**src/hdl/fbcs_params.svh**
```systemverilog
// Constants for the flash bank command sequencer host controller
`ifndef FBCS_PARAMS_SVH
`define FBCS_PARAMS_SVH
`define FBCS_CLK_PERIOD_NS   40
`define FBCS_TRCD_NS         20
`define FBCS_TRCD_CYC        ((`FBCS_TRCD_NS + `FBCS_CLK_PERIOD_NS - 1) / `FBCS_CLK_PERIOD_NS)
`define FBCS_CNT_W           4
`define FBCS_BANKS           4
`define FBCS_CMD_W           4
`define FBCS_LCR_DATA_LSB    0
`define FBCS_SCS_STEPS       3
`define FBCS_SCS_BANK        2'h0
`define FBCS_SCS_ROW0        12'h000
`define FBCS_SCS_COL0        12'h055
`define FBCS_SCS_DAT0        16'h0000
`define FBCS_SCS_ROW1        12'h055
`define FBCS_SCS_COL1        12'h02A
`define FBCS_SCS_DAT1        16'h0055
`define FBCS_SCS_ROW2        12'h080
`define FBCS_SCS_COL2        12'h040
`define FBCS_SCS_DAT2        16'h00A0
`define FBCS_RDY_BIT         7
`define FBCS_RD_LAT          2
`define FBCS_SYNC_STAGES     2
`endif

```
**src/hdl/fbcs_pkg.sv**
```systemverilog
// Types shared by the flash bank command sequencer host controller
package fbcs_pkg;
   // Pin encoding {cs_n, ras_n, cas_n, we_n}
   typedef enum logic [3:0] {
      FBCS_INHIBIT = 4'hF,
      FBCS_NOP     = 4'h7,
      FBCS_ACTIVE  = 4'h3,
      FBCS_READ    = 4'h5,
      FBCS_WRITE   = 4'h4,
      FBCS_ACTTERM = 4'h2,
      FBCS_LCR     = 4'h1,
      FBCS_LMR     = 4'h0,
      FBCS_BSTTERM = 4'h6
   } fbcs_cmd_t;
   // User request kinds
   typedef enum logic [2:0] {
      FBCS_OP_READ,
      FBCS_OP_HCS_LONE,
      FBCS_OP_HCS_READ,
      FBCS_OP_HCS_WRITE,
      FBCS_OP_SCS_PROG,
      FBCS_OP_LMR,
      FBCS_OP_STATUS
   } fbcs_op_t;
   typedef enum logic [1:0] {
      FBCS_BK_IDLE,
      FBCS_BK_ACTIVATING,
      FBCS_BK_ROW_ACTIVE,
      FBCS_BK_READING
   } fbcs_bank_t;
endpackage

```
**src/hdl/fbcs_bank_if.sv**
```systemverilog
// Bank tracker carrier between the sequencer and its bank tracker
interface fbcs_bank_if;
   logic                 issue;
   fbcs_pkg::fbcs_cmd_t  cmd;
   logic [1:0]           bank;
   logic                 rd_done;
   logic                 eng_busy;
   logic [1:0]           eng_bank;
   logic                 any_open;
   logic [1:0]           open_bank;
   fbcs_pkg::fbcs_bank_t state [4];
   modport seq (output issue, output cmd, output bank, output rd_done, output eng_busy,
                output eng_bank, input state, input any_open, input open_bank);
   modport trk (input issue, input cmd, input bank, input rd_done, input eng_busy,
                input eng_bank, output state, output any_open, output open_bank);
endinterface

```
**src/hdl/fbcs_host.sv**
```systemverilog
// Host SDRAM-style controller that drives the four-bank flash command set
`include "fbcs_params.svh"
module fbcs_host (
   // Clock and reset
   input wire logic              mclk,
   input wire logic              reset_n,
   input wire logic              clk_en,
   // User request
   input wire logic              req_valid,
   input wire fbcs_pkg::fbcs_op_t req_op,
   input wire logic [1:0]        req_bank,
   input wire logic [11:0]       req_row,
   input wire logic [11:0]       req_col,
   input wire logic [7:0]        req_code,
   input wire logic [15:0]       req_data,
   input wire logic              eng_done_ack,
   // User answer
   output logic                  req_ready,
   output logic                  rsp_valid,
   output logic [15:0]           rsp_data,
   output logic                  eng_busy,
   // Device pins
   output logic                  cke,
   output logic                  cs_n,
   output logic                  ras_n,
   output logic                  cas_n,
   output logic                  we_n,
   output logic [1:0]            ba,
   output logic [11:0]           addr,
   output logic [15:0]           dq_out,
   output logic                  dq_oe_n,
   input wire logic [15:0]       dq_in
);
   typedef enum logic [2:0] {S_IDLE, S_LCR, S_ACT, S_WAIT, S_COL, S_RDWAIT} fbcs_st_t;
   logic                rst_meta, rst_n;
   logic [15:0]         dq_meta, dq_sync;
   fbcs_st_t            st;
   fbcs_pkg::fbcs_op_t  op;
   logic [1:0]          bank_q;
   logic [11:0]         row_q, col_q;
   logic [7:0]          code_q;
   logic [15:0]         data_q;
   logic [1:0]          step;
   logic [`FBCS_CNT_W-1:0] lat;
   logic                poll;
   fbcs_bank_if         bif ();
   // ----------------------------------------
   // Reset release and pin synchronisers
   // ----------------------------------------
   always_ff @(posedge mclk or negedge reset_n) begin
      if (!reset_n) begin
         rst_meta <= 1'b0;
         rst_n    <= 1'b0;
      end else begin
         rst_meta <= 1'b1;
         rst_n    <= rst_meta;
      end
   end

   always_ff @(posedge mclk or negedge rst_n) begin
      if (!rst_n) begin
         dq_meta <= 16'h0000;
         dq_sync <= 16'h0000;
      end else if (clk_en) begin
         dq_meta <= dq_in;
         dq_sync <= dq_meta;
      end
   end

   fbcs_bank_track u_track (
      .mclk   (mclk),
      .rst_n  (rst_n),
      .clk_en (clk_en),
      .bif    (bif)
   );
   // ----------------------------------------
   // Legality of a command to a bank
   // ----------------------------------------
   function automatic logic cmd_ok(input fbcs_pkg::fbcs_cmd_t c, input logic [1:0] b);
      logic ok;
      ok = 1'b1;
      for (int i = 0; i < `FBCS_BANKS; i++) begin
         if (2'(i) != b) begin
            case (bif.state[i])
               fbcs_pkg::FBCS_BK_IDLE: ;
               fbcs_pkg::FBCS_BK_ACTIVATING, fbcs_pkg::FBCS_BK_ROW_ACTIVE:
                  if (c == fbcs_pkg::FBCS_BSTTERM || c == fbcs_pkg::FBCS_LMR) ok = 1'b0;
               fbcs_pkg::FBCS_BK_READING:
                  if (c == fbcs_pkg::FBCS_WRITE || c == fbcs_pkg::FBCS_BSTTERM ||
                      c == fbcs_pkg::FBCS_LMR) ok = 1'b0;
               default: ok = 1'b0;
            endcase
            if (bif.eng_busy && bif.eng_bank == 2'(i) && c == fbcs_pkg::FBCS_WRITE)
               ok = 1'b0;
         end
      end
      if (c == fbcs_pkg::FBCS_LMR && bif.state[b] != fbcs_pkg::FBCS_BK_IDLE) ok = 1'b0;
      return ok;
   endfunction
   // Command the sequencer wants next, for the legality check
   fbcs_pkg::fbcs_cmd_t want;
   always_comb begin
      case (st)
         S_LCR:   want = fbcs_pkg::FBCS_LCR;
         S_ACT:   want = fbcs_pkg::FBCS_ACTIVE;
         S_COL:   want = (op == fbcs_pkg::FBCS_OP_READ || op == fbcs_pkg::FBCS_OP_HCS_READ ||
                          op == fbcs_pkg::FBCS_OP_STATUS) ? fbcs_pkg::FBCS_READ : fbcs_pkg::FBCS_WRITE;
         default: want = fbcs_pkg::FBCS_NOP;
      endcase
   end
   wire go = clk_en && cmd_ok(want, bank_q);
   // Step address and data: the first three software steps use fixed values on bank 0, the last one the request's
   logic [11:0] s_row, s_col;
   logic [15:0] s_dat;
   always_comb begin
      s_row = row_q;
      s_col = col_q;
      s_dat = data_q;
      if (op == fbcs_pkg::FBCS_OP_SCS_PROG) begin
         case (step)
            2'h0: begin s_row = `FBCS_SCS_ROW0; s_col = `FBCS_SCS_COL0; s_dat = `FBCS_SCS_DAT0; end
            2'h1: begin s_row = `FBCS_SCS_ROW1; s_col = `FBCS_SCS_COL1; s_dat = `FBCS_SCS_DAT1; end
            2'h2: begin s_row = `FBCS_SCS_ROW2; s_col = `FBCS_SCS_COL2; s_dat = `FBCS_SCS_DAT2; end
            default: ;
         endcase
      end
   end

   // ----------------------------------------
   // Sequencer
   // ----------------------------------------
   always_ff @(posedge mclk or negedge rst_n) begin
      if (!rst_n) begin
         st        <= S_IDLE;
         op        <= fbcs_pkg::FBCS_OP_READ;
         bank_q    <= 2'h0;
         row_q     <= 12'h000;
         col_q     <= 12'h000;
         code_q    <= 8'h00;
         data_q    <= 16'h0000;
         step      <= 2'h0;
         lat       <= '0;
         poll      <= 1'b0;
         req_ready <= 1'b0;
         rsp_valid <= 1'b0;
         rsp_data  <= 16'h0000;
         cke       <= 1'b0;
         {cs_n, ras_n, cas_n, we_n} <= fbcs_pkg::FBCS_INHIBIT;
         ba        <= 2'h0;
         addr      <= 12'h000;
         dq_out    <= 16'h0000;
         dq_oe_n   <= 1'b1;
         bif.issue <= 1'b0;
         bif.cmd   <= fbcs_pkg::FBCS_NOP;
         bif.bank  <= 2'h0;
         bif.rd_done <= 1'b0;
      end else if (clk_en) begin
         cke       <= 1'b1;
         rsp_valid <= 1'b0;
         bif.issue <= 1'b0;
         bif.rd_done <= 1'b0;
         dq_oe_n   <= 1'b1;
         {cs_n, ras_n, cas_n, we_n} <= fbcs_pkg::FBCS_NOP;
         req_ready <= (st == S_IDLE) && !req_valid;
         case (st)
            S_IDLE: if (req_valid && cke &&
                       !(bif.eng_busy && req_op != fbcs_pkg::FBCS_OP_READ &&
                         req_op != fbcs_pkg::FBCS_OP_STATUS)) begin
               op     <= req_op;
               bank_q <= (req_op == fbcs_pkg::FBCS_OP_SCS_PROG) ? `FBCS_SCS_BANK : req_bank;
               row_q  <= req_row;
               col_q  <= req_col;
               code_q <= req_code;
               data_q <= req_data;
               step   <= 2'h0;
               poll   <= req_op == fbcs_pkg::FBCS_OP_STATUS;
               st     <= (req_op == fbcs_pkg::FBCS_OP_READ && bif.eng_busy &&
                          req_bank == bif.eng_bank) ? S_COL :
                         (req_op == fbcs_pkg::FBCS_OP_READ || req_op == fbcs_pkg::FBCS_OP_SCS_PROG) ? S_ACT :
                         (req_op == fbcs_pkg::FBCS_OP_LMR) ? S_COL : S_LCR;
            end
            S_LCR: if (go) begin
               {cs_n, ras_n, cas_n, we_n} <= fbcs_pkg::FBCS_LCR;
               ba   <= bank_q;
               addr <= {4'h0, code_q};
               bif.issue <= 1'b1;
               bif.cmd   <= fbcs_pkg::FBCS_LCR;
               bif.bank  <= bank_q;
               st <= (op == fbcs_pkg::FBCS_OP_HCS_LONE) ? S_IDLE : S_ACT;
            end
            S_ACT: if (go) begin
               {cs_n, ras_n, cas_n, we_n} <= fbcs_pkg::FBCS_ACTIVE;
               ba   <= bank_q;
               addr <= s_row;
               bif.issue <= 1'b1;
               bif.cmd   <= fbcs_pkg::FBCS_ACTIVE;
               bif.bank  <= bank_q;
               st <= S_WAIT;
            end
            S_WAIT: if (!bif.issue && bif.state[bank_q] == fbcs_pkg::FBCS_BK_ROW_ACTIVE) st <= S_COL;
            S_COL: if (op == fbcs_pkg::FBCS_OP_LMR) begin
               if (!bif.any_open) begin
                  {cs_n, ras_n, cas_n, we_n} <= fbcs_pkg::FBCS_LMR;
                  addr <= row_q;
                  st   <= S_IDLE;
               end else if (!bif.issue && cmd_ok(fbcs_pkg::FBCS_ACTTERM, bif.open_bank)) begin
                  {cs_n, ras_n, cas_n, we_n} <= fbcs_pkg::FBCS_ACTTERM;
                  ba        <= bif.open_bank;
                  bif.issue <= 1'b1;
                  bif.cmd   <= fbcs_pkg::FBCS_ACTTERM;
                  bif.bank  <= bif.open_bank;
               end
            end else if (go) begin
               {cs_n, ras_n, cas_n, we_n} <= want;
               ba   <= bank_q;
               addr <= s_col;
               bif.issue <= 1'b1;
               bif.cmd   <= want;
               bif.bank  <= bank_q;
               if (want == fbcs_pkg::FBCS_WRITE) begin
                  dq_out  <= (op == fbcs_pkg::FBCS_OP_HCS_WRITE) ? {8'h00, code_q} : s_dat;
                  dq_oe_n <= 1'b0;
                  if (op == fbcs_pkg::FBCS_OP_SCS_PROG && step != 2'(`FBCS_SCS_STEPS)) begin
                     step <= step + 2'h1;
                     st   <= S_ACT;
                  end else begin
                     st <= S_IDLE;
                  end
               end else begin
                  // Device latency plus both synchroniser stages on the data pins
                  lat <= `FBCS_CNT_W'(`FBCS_RD_LAT + `FBCS_SYNC_STAGES);
                  st  <= S_RDWAIT;
               end
            end
            S_RDWAIT: if (lat == '0) begin
               rsp_valid   <= 1'b1;
               rsp_data    <= dq_sync;
               bif.rd_done <= 1'b1;
               poll        <= 1'b0;
               st          <= S_IDLE;
            end else begin
               lat <= lat - `FBCS_CNT_W'(1);
            end
            default: st <= S_IDLE;
         endcase
      end
   end

   // ----------------------------------------
   // Engine busy: from sequence launch until ready bit seen or eng_done_ack
   // ----------------------------------------
   always_ff @(posedge mclk or negedge rst_n) begin
      if (!rst_n) begin
         bif.eng_busy <= 1'b0;
         bif.eng_bank <= 2'h0;
         eng_busy     <= 1'b0;
      end else if (clk_en) begin
         if (st == S_RDWAIT && lat == '0 && poll && dq_sync[`FBCS_RDY_BIT])
            bif.eng_busy <= 1'b0;
         else if (eng_done_ack)
            bif.eng_busy <= 1'b0;
         if (st == S_COL && go && want == fbcs_pkg::FBCS_WRITE &&
             (op == fbcs_pkg::FBCS_OP_HCS_WRITE ||
              (op == fbcs_pkg::FBCS_OP_SCS_PROG && step == 2'(`FBCS_SCS_STEPS)))) begin
            bif.eng_busy <= 1'b1;
            bif.eng_bank <= bank_q;
         end
         eng_busy <= bif.eng_busy;
      end
   end
endmodule

```
**src/hdl/fbcs_bank_track.sv**
```systemverilog
// Per-bank state tracker kept by the host to judge which commands are legal
`include "fbcs_params.svh"
module fbcs_bank_track (
   // Clocking
   input wire logic      mclk,
   input wire logic      rst_n,
   input wire logic      clk_en,
   // Sequencer side
   fbcs_bank_if.trk      bif
);
   // Lowest bank still open, so a mode load can close the banks one at a time
   always_comb begin
      bif.any_open  = 1'b0;
      bif.open_bank = 2'h0;
      for (int i = `FBCS_BANKS - 1; i >= 0; i--) begin
         if (bif.state[i] != fbcs_pkg::FBCS_BK_IDLE) begin
            bif.any_open  = 1'b1;
            bif.open_bank = 2'(i);
         end
      end
   end
   genvar g;
   generate
      for (g = 0; g < `FBCS_BANKS; g++) begin : g_bank
         logic [`FBCS_CNT_W-1:0] cnt;
         always_ff @(posedge mclk or negedge rst_n) begin
            if (!rst_n) begin
               bif.state[g] <= fbcs_pkg::FBCS_BK_IDLE;
               cnt          <= '0;
            end else if (clk_en) begin
               // tRCD countdown turns activating into row active
               if (bif.state[g] == fbcs_pkg::FBCS_BK_ACTIVATING) begin
                  if (cnt <= `FBCS_CNT_W'(1))
                     bif.state[g] <= fbcs_pkg::FBCS_BK_ROW_ACTIVE;
                  else
                     cnt <= cnt - `FBCS_CNT_W'(1);
               end
               if (bif.rd_done && bif.state[g] == fbcs_pkg::FBCS_BK_READING)
                  bif.state[g] <= fbcs_pkg::FBCS_BK_ROW_ACTIVE;
               if (bif.issue && bif.bank == 2'(g)) begin
                  case (bif.cmd)
                     fbcs_pkg::FBCS_ACTIVE: begin
                        bif.state[g] <= fbcs_pkg::FBCS_BK_ACTIVATING;
                        cnt          <= `FBCS_CNT_W'(`FBCS_TRCD_CYC);
                     end
                     fbcs_pkg::FBCS_READ:    bif.state[g] <= fbcs_pkg::FBCS_BK_READING;
                     fbcs_pkg::FBCS_ACTTERM: bif.state[g] <= fbcs_pkg::FBCS_BK_IDLE;
                     fbcs_pkg::FBCS_BSTTERM: bif.state[g] <= fbcs_pkg::FBCS_BK_ROW_ACTIVE;
                     default: ;
                  endcase
               end
            end
         end
      end
   endgenerate
endmodule

```
**config.mk**
```make
export PLATFORM = sky130hd
export DESIGN_NAME = fbcs_host
export DESIGN_NICKNAME = d
export VERILOG_FILES = /design/src/hdl/fbcs_pkg.sv /design/src/hdl/fbcs_bank_if.sv /design/src/hdl/fbcs_host.sv /design/src/hdl/fbcs_bank_track.sv
export VERILOG_INCLUDE_DIRS = /design/src /design/src/hdl
export SDC_FILE = /design/constraint.sdc
export NUM_CORES = 1
export LEC_CHECK = 0
export BUFFER_PORTS_ARGS = -buffer_cell sky130_fd_sc_hd__buf_2
export CAP_MARGIN = 40
export CORE_UTILIZATION = 55
export DETAILED_ROUTE_END_ITERATION = 10
export PLACE_DENSITY = 0.82
export SLEW_MARGIN = 15
export SYNTH_ARGS = -nofsm -noshare
export SYNTH_HDL_FRONTEND = slang
export SYNTH_HIERARCHICAL = 1
export SYNTH_SLANG_ARGS = --single-unit
```
**constraint.sdc**
```tcl
create_clock -name mclk -period 14 [get_ports mclk]
set_input_delay 1.4 -clock mclk [delete_from_list [all_inputs] [get_ports mclk]]
set_output_delay 1.4 -clock mclk [all_outputs]
set_load 0.02 [all_outputs]
```
==> flow_metrics.py, run 1 <==
metrics = {
    "worst_setup_path": {
        "path_class": "in2reg",
        "worstPathArrival_ns": 3.70,
        "r2r-end": "dq_out[3]$_DFFE_PN0P_",
        "cpPeakStageDelay_ns": 0.62,
        "critPathLaunchType": "input port",
        "crit_required_ns": 14.30,
        "path_cells": "buf_2, buf_4, and2_1, nand4_2, a221oi_1, a21oi_1",
        "slowest_stage": "nand4_2",
        "ff2ff_path_depth": 9,
        "cp-end-kind": "flip-flop",
        "setup.reg_to_reg.worst_slack_ns": 10.87,
        "cp_top_family": "simple AND/OR/NAND/NOR gates",
        "regToRegStartpoint": "u_track/bif.state[7]$_DFFE_PN0P_",
        "cp_num_buf_inv": 2,
        "cp_max_fo": 69,
    },
    "cts": {
        "cts-resized-gates": 0,
        "cts_hold_repair.buffers": 0,
        "cts_buffers": 17,
        "cts-root-buf": "clkbuf_16",
        "clock_latency_ns": 0.44,
        "post_cts_buffers": 0,
        "clk_path_buf_depth": 2,
        "cts_tree": "done",
        "cts_sinks": 185,
        "clkTransAtPathRegs_ns": 0.08,
        "htreeDepth": 4,
    },
    "grt": {
        "antenna_found_initial": 0,
        "grt_max_degree": 70,
        "grt_pass1_vias": 6303,
        "grt-ovfl-total": 0,
        "grt_usage": 0.2384,
        "grt_pass1_wl_um": 31150,
    },
    "detailed_routing": {
        "vias": 6611,
        "vias_per_cell": 5.764,
        "route.detailed.drc": 0,
        "wire_per_inst_um": 16.61,
        "first_iter_violations": 549,
        "drt_first_pass_iters": 5,
        "drt-total-wl_um": 19050,
        "route.antenna.remaining_nets": 0,
    },
    "sta": {
        "fmax_mhz": 294.4,
        "hold_violations": 0,
        "min_period_over_period": 0.2426,
        "tightest_slew_ns": 0.7770,
        "slew_violations": 0,
        "tns_ns": 0,
        "slew_headroom": 0.4780,
        "finalSetupViolCount": 0,
        "finClkSkew_ns": 0.02010,
        "rsz0062_at_grt": "no",
        "period_needed_ns": 3.397,
    },
    "finish": {
        "antenna-diode-count": 0,
        "fill_cells": 1241,
        "area_growth_pct": 17.11,
        "final_cell_mix": "dfrtp_1 (176), buf_2 (128), mux2_2 (111), nor2_1 (61), nand2_1 (50)",
        "layout_commonest_cell": "dfrtp_1",
        "final_nets": 1013,
        "post-route-util": 0.6578,
        "drive_gt1_frac": 0.3330,
    },
    "pwr": {
        "pwr-share-seq": 0.418,
        "combPwrFrac": 0.353,
        "internal-power_mw": 1.324,
        "leakagePower_nw": 4.859,
        "power_switching_mw": 0.7901,
        "ir_drop_v": 0.0001085,
        "clkPwrFrac": 0.229,
        "p_per_area_nw_per_um2": 202.3,
        "switching_share": 0.3738,
    },
    "floorplan": {
        "io_pins": 129,
        "rows": 46,
        "die_area_sq_um": 16740,
        "die_w_um": 129.4,
        "start_util": 0.5618,
        "dieHeight_um": 129.4,
        "core_area_sq_um": 15890,
    },
    "yosys": {
        "yosys.area.top_type": "dfrtp_1",
        "synth_area_per_cell_sq_um": 11.34,
        "synth_edf_count": 0,
        "synth_area_sq_um": 8924,
        "syn_inst": 787,
        "ys_types": 75,
        "synth_ff_type": "dfrtp_1",
        "synth_async_sr_flop_share": 1.000,
        "synth_area_leaders": "dfrtp_1 (50%), mux2_2 (14%), ha_1 (2.9%), nor2_1 (2.6%), dfstp_2 (2.4%)",
        "yosysWarnings": 6,
        "synth_top_area_share": 0.4964,
        "ys_ff_latch": 185,
        "yosysSeqAreaShare": 0.5199,
    },
    "status": {
        "status": "finished clean",
    },
    "placement": {
        "gp_congestion": 0.8318,
        "dp_hpwl_um": 13030,
        "port_buffers": 128,
    },
    "min_path": {
        "hold_path_class": "reg2async",
    },
    "job": {
        "max_cap_viol_count": 0,
    },
}
state kept, by name, summed over array words and instances (netlist names), 8 cells and up:
register and flops:
u_track/bif.state 8, dq_meta 16, addr 12, data_q 16
rsp_data 16, row_q 12, col_q 12, u_track/g_bank.cnt 16
code_q 8, dq_sync 16, dq_out 16
logic make-up (layout without fill, tap and decap cells):
family / after synthesis / count (layout) / synth area share
buffers and inverters: 67 / 207 / 0.02930
other: 2 / 6 / 0.0008416
flip-flops: 185 / 185 / 0.5199
adder cells (fa/ha/maj): 21 / 21 / 0.02944
AND/OR/NAND/NOR: 217 / 217 / 0.1258
multiplexers: 126 / 126 / 0.1601
AO/OA/AOI/OAI: 160 / 160 / 0.1258
XOR/XNOR: 9 / 9 / 0.008834
worst max path at each step:
stage	start	endpoint	slack, ns	cells after the start
final	clk_en	dq_out[3]$_DFFE_PN0P_	10.60	6
after global routing	clk_en	dq_out[3]$_DFFE_PN0P_	10.46	6
after CTS	clk_en	dq_out[3]$_DFFE_PN0P_	10.59	6
after detailed placement	clk_en	dq_out[3]$_DFFE_PN0P_	10.21	6
after global placement	clk_en	rsp_data[0]$_DFFE_PN0P_	10.28	6
after floorplan	rst_n$_DFF_PN0_	addr[0]$_DFFE_PN0P_	8.48	0
metrics by stage:
stage               setup WS (ns)  std cells  power [mW]  hold WS [ns]  area (sq um)
floorplan                   8.477        791       1.403        0.3312          8939
global placement            10.28       1110       1.585        0.2742          9777
detailed placement          10.21       1114       1.625        0.2753          9847
CTS                         10.59       1146       2.115        0.2749         10440
global route                10.46       1147       2.241        0.3097         10450
finish                      10.60       1147       2.114        0.2605         10450
area by class of cell:
cell class,instances,area [sq um],share of cell area
Clock buffer,21,460.4,0.04406
Clock inverter,11,135.1,0.01293
Inverter,36,135.1,0.01293
Multi-Input combinational cell,539,4043,0.3869
Sequential cell,185,4643,0.4443
Tap cell,216,270.3,0.02586
Timing Repair Buffer,139,763.2,0.07304
power groups by stage:
stage / sequential, mW / combinational (mW) / clock, mW
after global placement: 0.880 / 0.705 / 0
after floorplan: 0.903 / 0.501 / 0
after global routing: 0.911 / 0.820 / 0.510
after CTS: 0.881 / 0.745 / 0.489
final: 0.884 / 0.747 / 0.483
after detailed placement: 0.888 / 0.736 / 0
synth_stat cells (3+ instances only):
cell type / number
nor4_1: 6
o21ai_0: 32
nor3_1: 16
a221o_1: 9
o211ai_1: 3
nand2b_1: 8
nor4b_1: 4
buf_1: 3
nor2b_1: 13
nand3_1: 16
xor2_1: 3
a22o_1: 10
nand2_1: 50
o21a_1: 3
buf_2: 4
inv_1: 36
ha_1: 21
clkbuf_1: 22
nand3b_1: 6
nor3b_1: 7
a221oi_1: 5
and3b_1: 3
a22oi_1: 4
or2_2: 5
a21oi_1: 32
mux2_1: 13
o21ai_1: 9
a211oi_1: 7
and2_1: 4
o22a_1: 3
a21o_1: 7
a31oi_1: 6
o22ai_1: 4
nor2_1: 61
xnor2_1: 6
mux2_2: 111
dfstp_2: 8
dfrtp_1: 177
o221ai_1: 7
routing by layer:
metal / global-route usage / vias up / wire length [um]
li1: - / 3113 / -
met1: 0.3302 / 3292 / 8691
met2: 0.3760 / 176 / 9160
met3: 0.04666 / 30 / 862
met4: 0.08374 / 0 / 332
met5: 0 / - / 0
No activity file was read; power rests on OpenSTA's default activity.
==> run 2: changes to the inputs <==
--- a/config.mk
+++ b/config.mk
@@ -8,9 +8,9 @@
 export LEC_CHECK = 0
 export BUFFER_PORTS_ARGS = -buffer_cell sky130_fd_sc_hd__buf_2
 export CAP_MARGIN = 40
-export CORE_UTILIZATION = 55
+export CORE_UTILIZATION = 52
 export DETAILED_ROUTE_END_ITERATION = 10
-export PLACE_DENSITY = 0.82
+export PLACE_DENSITY = 0.81
 export SLEW_MARGIN = 15
 export SYNTH_ARGS = -nofsm -noshare
 export SYNTH_HDL_FRONTEND = slang
==> constraint.sdc (replaced) <==
create_clock -name mclk -period 3.1 [get_ports mclk]
set_input_delay 0.31 -clock mclk [delete_from_list [all_inputs] [get_ports mclk]]
set_output_delay 0.31 -clock mclk [all_outputs]
set_load 0.02 [all_outputs]
==> run 2 against run 1 <==
Net effect:
- non-clock buffer count grew 13
- via count is 0.21% lower
- cell area grew 0.89%
- clock power rose to 4.5 times the previous value
- worst hold slack worse by 0.16 ns
- final cell count increased by 1.5%
- total power rose to 4.6 times the previous value
- critical path depth grew 3
- flip-flop and latch count is the same
- critical endpoint is now bif.eng_bank[0]$_DFFE_PN0P_
- largest cell class unchanged
- highest routed layer is now met5
==> flow_metrics.py, run 2 (synthesis results as in run 1) <==
metrics = {
    "status": {
        "status": "finished clean",
    },
    "cts": {
        "cts-root-buf": "clkbuf_16",
        "clk_path_buf_depth": 2,
        "cts-resized-gates": 0,
        "cts_sinks": 185,
        "htreeDepth": 4,
        "cts_buffers": 17,
        "clock_latency_ns": 0.43,
        "clkTransAtPathRegs_ns": 0.07,
        "cts_tree": "done",
        "post_cts_buffers": 0,
    },
    "worst_setup_path": {
        "slowest_stage": "or4_4",
        "cp-end-kind": "flip-flop",
        "crit_required_ns": 3.41,
        "path_cells": "inv_1, ha_1, nor2_1, o22a_1, o22a_1, o31ai_4, nand2_2, or4_4, mux2_1",
        "path_class": "reg2reg",
        "cpMostUsedCell": "o22a_1",
        "worstPathArrival_ns": 3.22,
        "critPathLaunchType": "flip-flop",
        "cp_max_fo": 12,
        "cp_num_buf_inv": 1,
        "cpPeakStageDelay_ns": 0.59,
        "cp_top_family": "simple AND/OR/NAND/NOR gates",
    },
    "detailed_routing": {
        "first_iter_violations": 446,
        "vias_per_cell": 5.668,
        "wire_per_inst_um": 16.66,
        "route.detailed.drc": 0,
        "drt-total-wl_um": 19400,
        "route.antenna.remaining_nets": 0,
        "vias": 6597,
        "drt_first_pass_iters": 5,
    },
    "min_path": {
        "hold_path_class": "in2reg",
    },
    "finish": {
        "final_cell_mix": "dfrtp_1 (176), buf_2 (128), mux2_2 (111), nor2_1 (61), nand2_1 (50)",
        "fill_cells": 1310,
        "antenna-diode-count": 0,
        "final_nets": 1026,
        "layout_commonest_cell": "dfrtp_1",
        "drive_gt1_frac": 0.3432,
        "area_growth_pct": 18.14,
    },
    "placement": {
        "port_buffers": 128,
        "place_ws_ns": 0.2205,
        "dp_hpwl_um": 13770,
        "gp_congestion": 0.8597,
    },
    "sta": {
        "finalSetupViolCount": 0,
        "hold_violations": 0,
        "period_needed_ns": 2.909,
        "min_period_over_period": 0.9383,
        "rsz0062_at_grt": "no",
        "fmax_mhz": 343.8,
        "finClkSkew_ns": 0.009750,
        "tightest_slew_ns": 0.7668,
        "slew_violations": 0,
        "tns_ns": 0,
        "slew_headroom": 0.4876,
        "layout_setup_ws_ns": 0.1914,
    },
    "pwr": {
        "ir_drop_v": 0.0004995,
        "internal-power_mw": 6.041,
        "p_total_mw": 9.620,
        "leakagePower_nw": 4.924,
        "p_per_area_nw_per_um2": 912.5,
        "combPwrFrac": 0.373,
        "clkPwrFrac": 0.225,
        "pwr-share-seq": 0.402,
        "power_switching_mw": 3.579,
        "switching_share": 0.3720,
    },
    "grt": {
        "grt_usage": 0.2302,
        "grt_pass1_vias": 6467,
        "antenna_found_initial": 1,
        "grt-ovfl-total": 0,
        "grt_pass1_wl_um": 32210,
        "grt_max_degree": 64,
    },
    "floorplan": {
        "core_area_sq_um": 16640,
        "dieHeight_um": 133,
        "start_util": 0.5362,
        "io_pins": 129,
        "die_area_sq_um": 17690,
        "die_w_um": 133,
        "rows": 47,
    },
    "job": {
        "max_cap_viol_count": 0,
    },
}
==> run 2: cell types whose count changed in the layout (fill, tap and decap cells not counted) <==
cell           previous run  this run
clkbuf_8                  2         1
buf_16                    2         0
buf_4                     9        20
inv_8                     2         4
clkinv_8                  2         1
clkbuf_1                  2         0
dlygate4sd3_1             0         1
buf_12                    0         2
clkinv_4                  1         2
buf_6                     0         1
clkinv_2                  0         1
==> run 2: worst paths after layout <==
| kind | start | end | slack (ns) | depth (start not counted) |
|---|---|---|---|---|
| min reg2reg | rst_n$_DFF_PN0_ | req_ready$_DFFE_PN0P_ | 0.26 | 0 |
| max in group asynchronous | rst_n$_DFF_PN0_ | row_q[7]$_DFFE_PN0P_ | 2.05 | 1 |
| max reg2reg | u_track/bif.state[6]$_DFFE_PN0P_ | bif.eng_bank[0]$_DFFE_PN0P_ | 0.19 | 9 |
| min in group asynchronous | reset_n | rst_n$_DFF_PN0_ | 0.18 | 2 |
| max | u_track/bif.state[6]$_DFFE_PN0P_ | bif.eng_bank[0]$_DFFE_PN0P_ | 0.19 | 9 |
| min | req_data[9] | data_q[9]$_DFFE_PN0P_ | 0.10 | 2 |
==> run 2: repair_timing <==
item | CTS | global route
hold buffers | 1 | 0
endpoints found under the setup margin | 0 | 0
hold endpoints to repair | 2 | 0
==> run 2: stage by stage <==
stage | hold slack, ns | instances | utilization | instance area [sq um]
final | 0.1030 | 1164 | 0.6335 | 10540
after global routing | 0.09014 | 1164 | 0.6335 | 10540
after CTS | 0.09043 | 1163 | 0.6330 | 10540
after detailed placement | 0.09957 | 1130 | 0.5967 | 9931
after global placement | 0.09707 | 1129 | 0.5960 | 9920
after floorplan | 0.01441 | 791 | - | 8940
==> run 2: final cells by class <==
type	instances	area, sq um	share of cell area
Clock inverter	14	155.1	0.01472
Inverter	36	135.1	0.01282
Timing Repair Buffer	152	852.1	0.08082
Multi-Input combinational cell	539	4043	0.3835
Sequential cell	185	4643	0.4404
Tap cell	220	275.3	0.02611
Clock buffer	18	439.2	0.04166
==> run 2: layer usage <==
layer | wire, um | vias to the layer above | GRT usage | part of all wire
li1 | - | 3128 | - | -
met1 | 8694 | 3238 | 0.3061 | 0.45
met2 | 9425 | 193 | 0.3781 | 0.49
met3 | 937 | 36 | 0.04713 | 0.048
met4 | 327 | 2 | 0.07344 | 0.017
met5 | 13 | - | 0 | 0.00067
==> run 2: power by group through the flow <==
stage               Sequential (mW)  Combinational (mW)  Clock (mW)
global route                   3.98                3.94        2.29
CTS                            3.86                3.59        2.20
finish                         3.87                3.59        2.16
global placement               3.86                3.41           0
detailed placement             3.89                3.55           0
floorplan                      4.08                2.26           0
==> run 3: changes to the inputs <==
--- a/config.mk
+++ b/config.mk
@@ -11,6 +11,7 @@
 export CORE_UTILIZATION = 52
 export DETAILED_ROUTE_END_ITERATION = 10
 export PLACE_DENSITY = 0.81
+export REMOVE_ABC_BUFFERS = 1
 export SLEW_MARGIN = 15
 export SYNTH_ARGS = -nofsm -noshare
 export SYNTH_HDL_FRONTEND = slang
==> run 3 against run 2 <==
Net effect:
- clock power is 3% lower
- count of clock-buffer cells in the layout is 1 higher
- largest power group unchanged
- cell area is 0.40% lower
- total power is 0.65% lower
- first-iteration DRC count stayed put
- die area stayed put
- core utilization is 0.26 points lower
- non-clock buffer count is 2 lower
- maximum frequency is 0.77% lower
- sequential power is 1% higher
- sequential share of layout area is 0.18 points higher
- largest cell class unchanged
==> flow_metrics.py, run 3 (synthesis results as in run 1) <==
metrics = {
    "status": {
        "status": "finished clean",
    },
    "detailed_routing": {
        "wire_per_inst_um": 16.86,
        "route.antenna.remaining_nets": 0,
        "drt-total-wl_um": 19600,
        "route.detailed.drc": 0,
        "drt_first_pass_iters": 7,
        "first_iter_violations": 446,
        "vias_per_cell": 5.688,
        "vias": 6610,
    },
    "sta": {
        "fmax_mhz": 341.2,
        "tightest_slew_ns": 0.7806,
        "holdWs_ns": 0.1132,
        "slew_violations": 0,
        "finalSetupViolCount": 0,
        "rsz0062_at_grt": "no",
        "finClkSkew_ns": 0.005453,
        "hold_violations": 0,
        "layout_setup_ws_ns": 0.1689,
        "period_needed_ns": 2.931,
        "slew_headroom": 0.4784,
        "tns_ns": 0,
        "min_period_over_period": 0.9455,
    },
    "pwr": {
        "p_total_mw": 9.558,
        "leakagePower_nw": 4.902,
        "p_per_area_nw_per_um2": 910.2,
        "ir_drop_v": 0.0005053,
    },
    "cts": {
        "htreeDepth": 4,
        "clk_path_buf_depth": 2,
        "cts_tree": "done",
        "clock_latency_ns": 0.42,
        "cts-root-buf": "clkbuf_16",
        "cts_sinks": 185,
        "clkTransAtPathRegs_ns": 0.07,
        "cts_buffers": 17,
        "post_cts_buffers": 0,
    },
    "worst_setup_path": {
        "path_class": "reg2reg",
        "slowest_stage": "or4_4",
        "critPathLaunchType": "flip-flop",
        "path_cells": "inv_1, ha_1, nor2_1, o22a_1, o22a_1, o31ai_4, nand2_2, or4_4, mux2_1",
        "crit_start": "u_track/bif.state[7]$_DFFE_PN0P_",
        "setup.reg_to_reg.worst_slack_ns": 0.17,
        "worstPathArrival_ns": 3.24,
        "r2r-end": "bif.eng_bank[0]$_DFFE_PN0P_",
        "regToRegStartpoint": "u_track/bif.state[7]$_DFFE_PN0P_",
        "endpoint": "bif.eng_bank[0]$_DFFE_PN0P_",
        "ff2ff_path_depth": 9,
        "cpMostUsedCell": "o22a_1",
        "cp-end-kind": "flip-flop",
        "cpPeakStageDelay_ns": 0.58,
        "cp_max_fo": 12,
        "crit_required_ns": 3.40,
    },
    "min_path": {
        "hold_path_class": "in2reg",
    },
    "floorplan": {
        "core_area_sq_um": 16640,
        "start_util": 0.5362,
        "rows": 47,
        "dieHeight_um": 133,
        "die_area_sq_um": 17690,
        "io_pins": 129,
        "die_w_um": 133,
    },
    "grt": {
        "grt_pass1_vias": 6482,
        "grt_usage": 0.2350,
        "antenna_found_initial": 1,
        "grt-ovfl-total": 0,
        "grt_pass1_wl_um": 33000,
        "grt_max_degree": 67,
    },
    "finish": {
        "area_growth_pct": 17.67,
        "layout.cells.non_filler": 1162,
        "layout_commonest_cell": "dfrtp_1",
        "finish.instance_area_sq_um": 10500,
        "drive_gt1_frac": 0.3411,
        "post-route-util": 0.6309,
        "fill_cells": 1286,
        "final_nets": 1024,
        "final_cell_mix": "dfrtp_1 (176), buf_2 (128), mux2_2 (111), nor2_1 (61), nand2_1 (50)",
    },
    "placement": {
        "port_buffers": 128,
        "gp_congestion": 0.8847,
        "placed_cells": 1129,
        "place_ws_ns": 0.1997,
        "placed_area_sq_um": 9920,
        "dp_hpwl_um": 13780,
    },
    "job": {
        "max_cap_viol_count": 0,
    },
}
==> run 3: cell type report <==
type                            instances  area, sq um  area share
Timing Repair Buffer                  150        833.3     0.07936
Clock inverter                         12        115.1     0.01096
Antenna cell                            1        2.502   0.0002383
Inverter                               36        135.1     0.01287
Clock buffer                           19        452.9     0.04314
Multi-Input combinational cell        539         4043      0.3850
Tap cell                              220        275.3     0.02622
Sequential cell                       185         4643      0.4422
==> run 3: how the worst min path moves through the flow <==
| stage | from | end | slack [ns] | cells after the start |
|---|---|---|---|---|
| CTS | dq_in[15] | dq_meta[15]$_DFFE_PN0P_ | 0.10 | 2 |
| finish | dq_in[13] | dq_meta[13]$_DFFE_PN0P_ | 0.11 | 2 |
| global placement | reset_n | rst_meta$_DFF_PN0_ | 0.1 | 1 |
| global route | dq_in[0] | dq_meta[0]$_DFFE_PN0P_ | 0.1 | 2 |
| floorplan | reset_n | rst_meta$_DFF_PN0_ | 0.01 | 0 |
| detailed placement | reset_n | rst_meta$_DFF_PN0_ | 0.1 | 1 |
==> run 3: per-layer routing <==
metal	global-route usage	routed length, um	vias up
li1	-	-	3111
met4	0.07854	315	0
met2	0.3650	9334	199
met3	0.04636	1020	32
met5	0	0	-
met1	0.3305	8927	3268
==> run 3: critical path, delay by kind of cell, from the launching register on <==
| family | cells | cell delay [ns] |
|---|---|---|
| flops | 1 | 0.48 |
| compound gates | 3 | 0.74 |
| buf+inv | 1 | 0.09 |
| simple gates | 3 | 0.88 |
| fa+ha+maj | 1 | 0.28 |
| mux | 1 | 0.33 |
==> run 3: repair_timing <==
action                                  in CTS  in global routing
hold endpoints to repair                     2                  0
hold buffers                                 1                  0
gates resized for setup                      0                  0
endpoints found under the setup margin       0                  0
==> run 3: power breakdown <==
part / internal [mW] / total, mW / switching, mW
Combinational: 1.60 / 3.56 / 1.96
Sequential: 3.26 / 3.91 / 0.649
Clock: 1.16 / 2.09 / 0.936
Total: 6.02 / 9.56 / 3.54
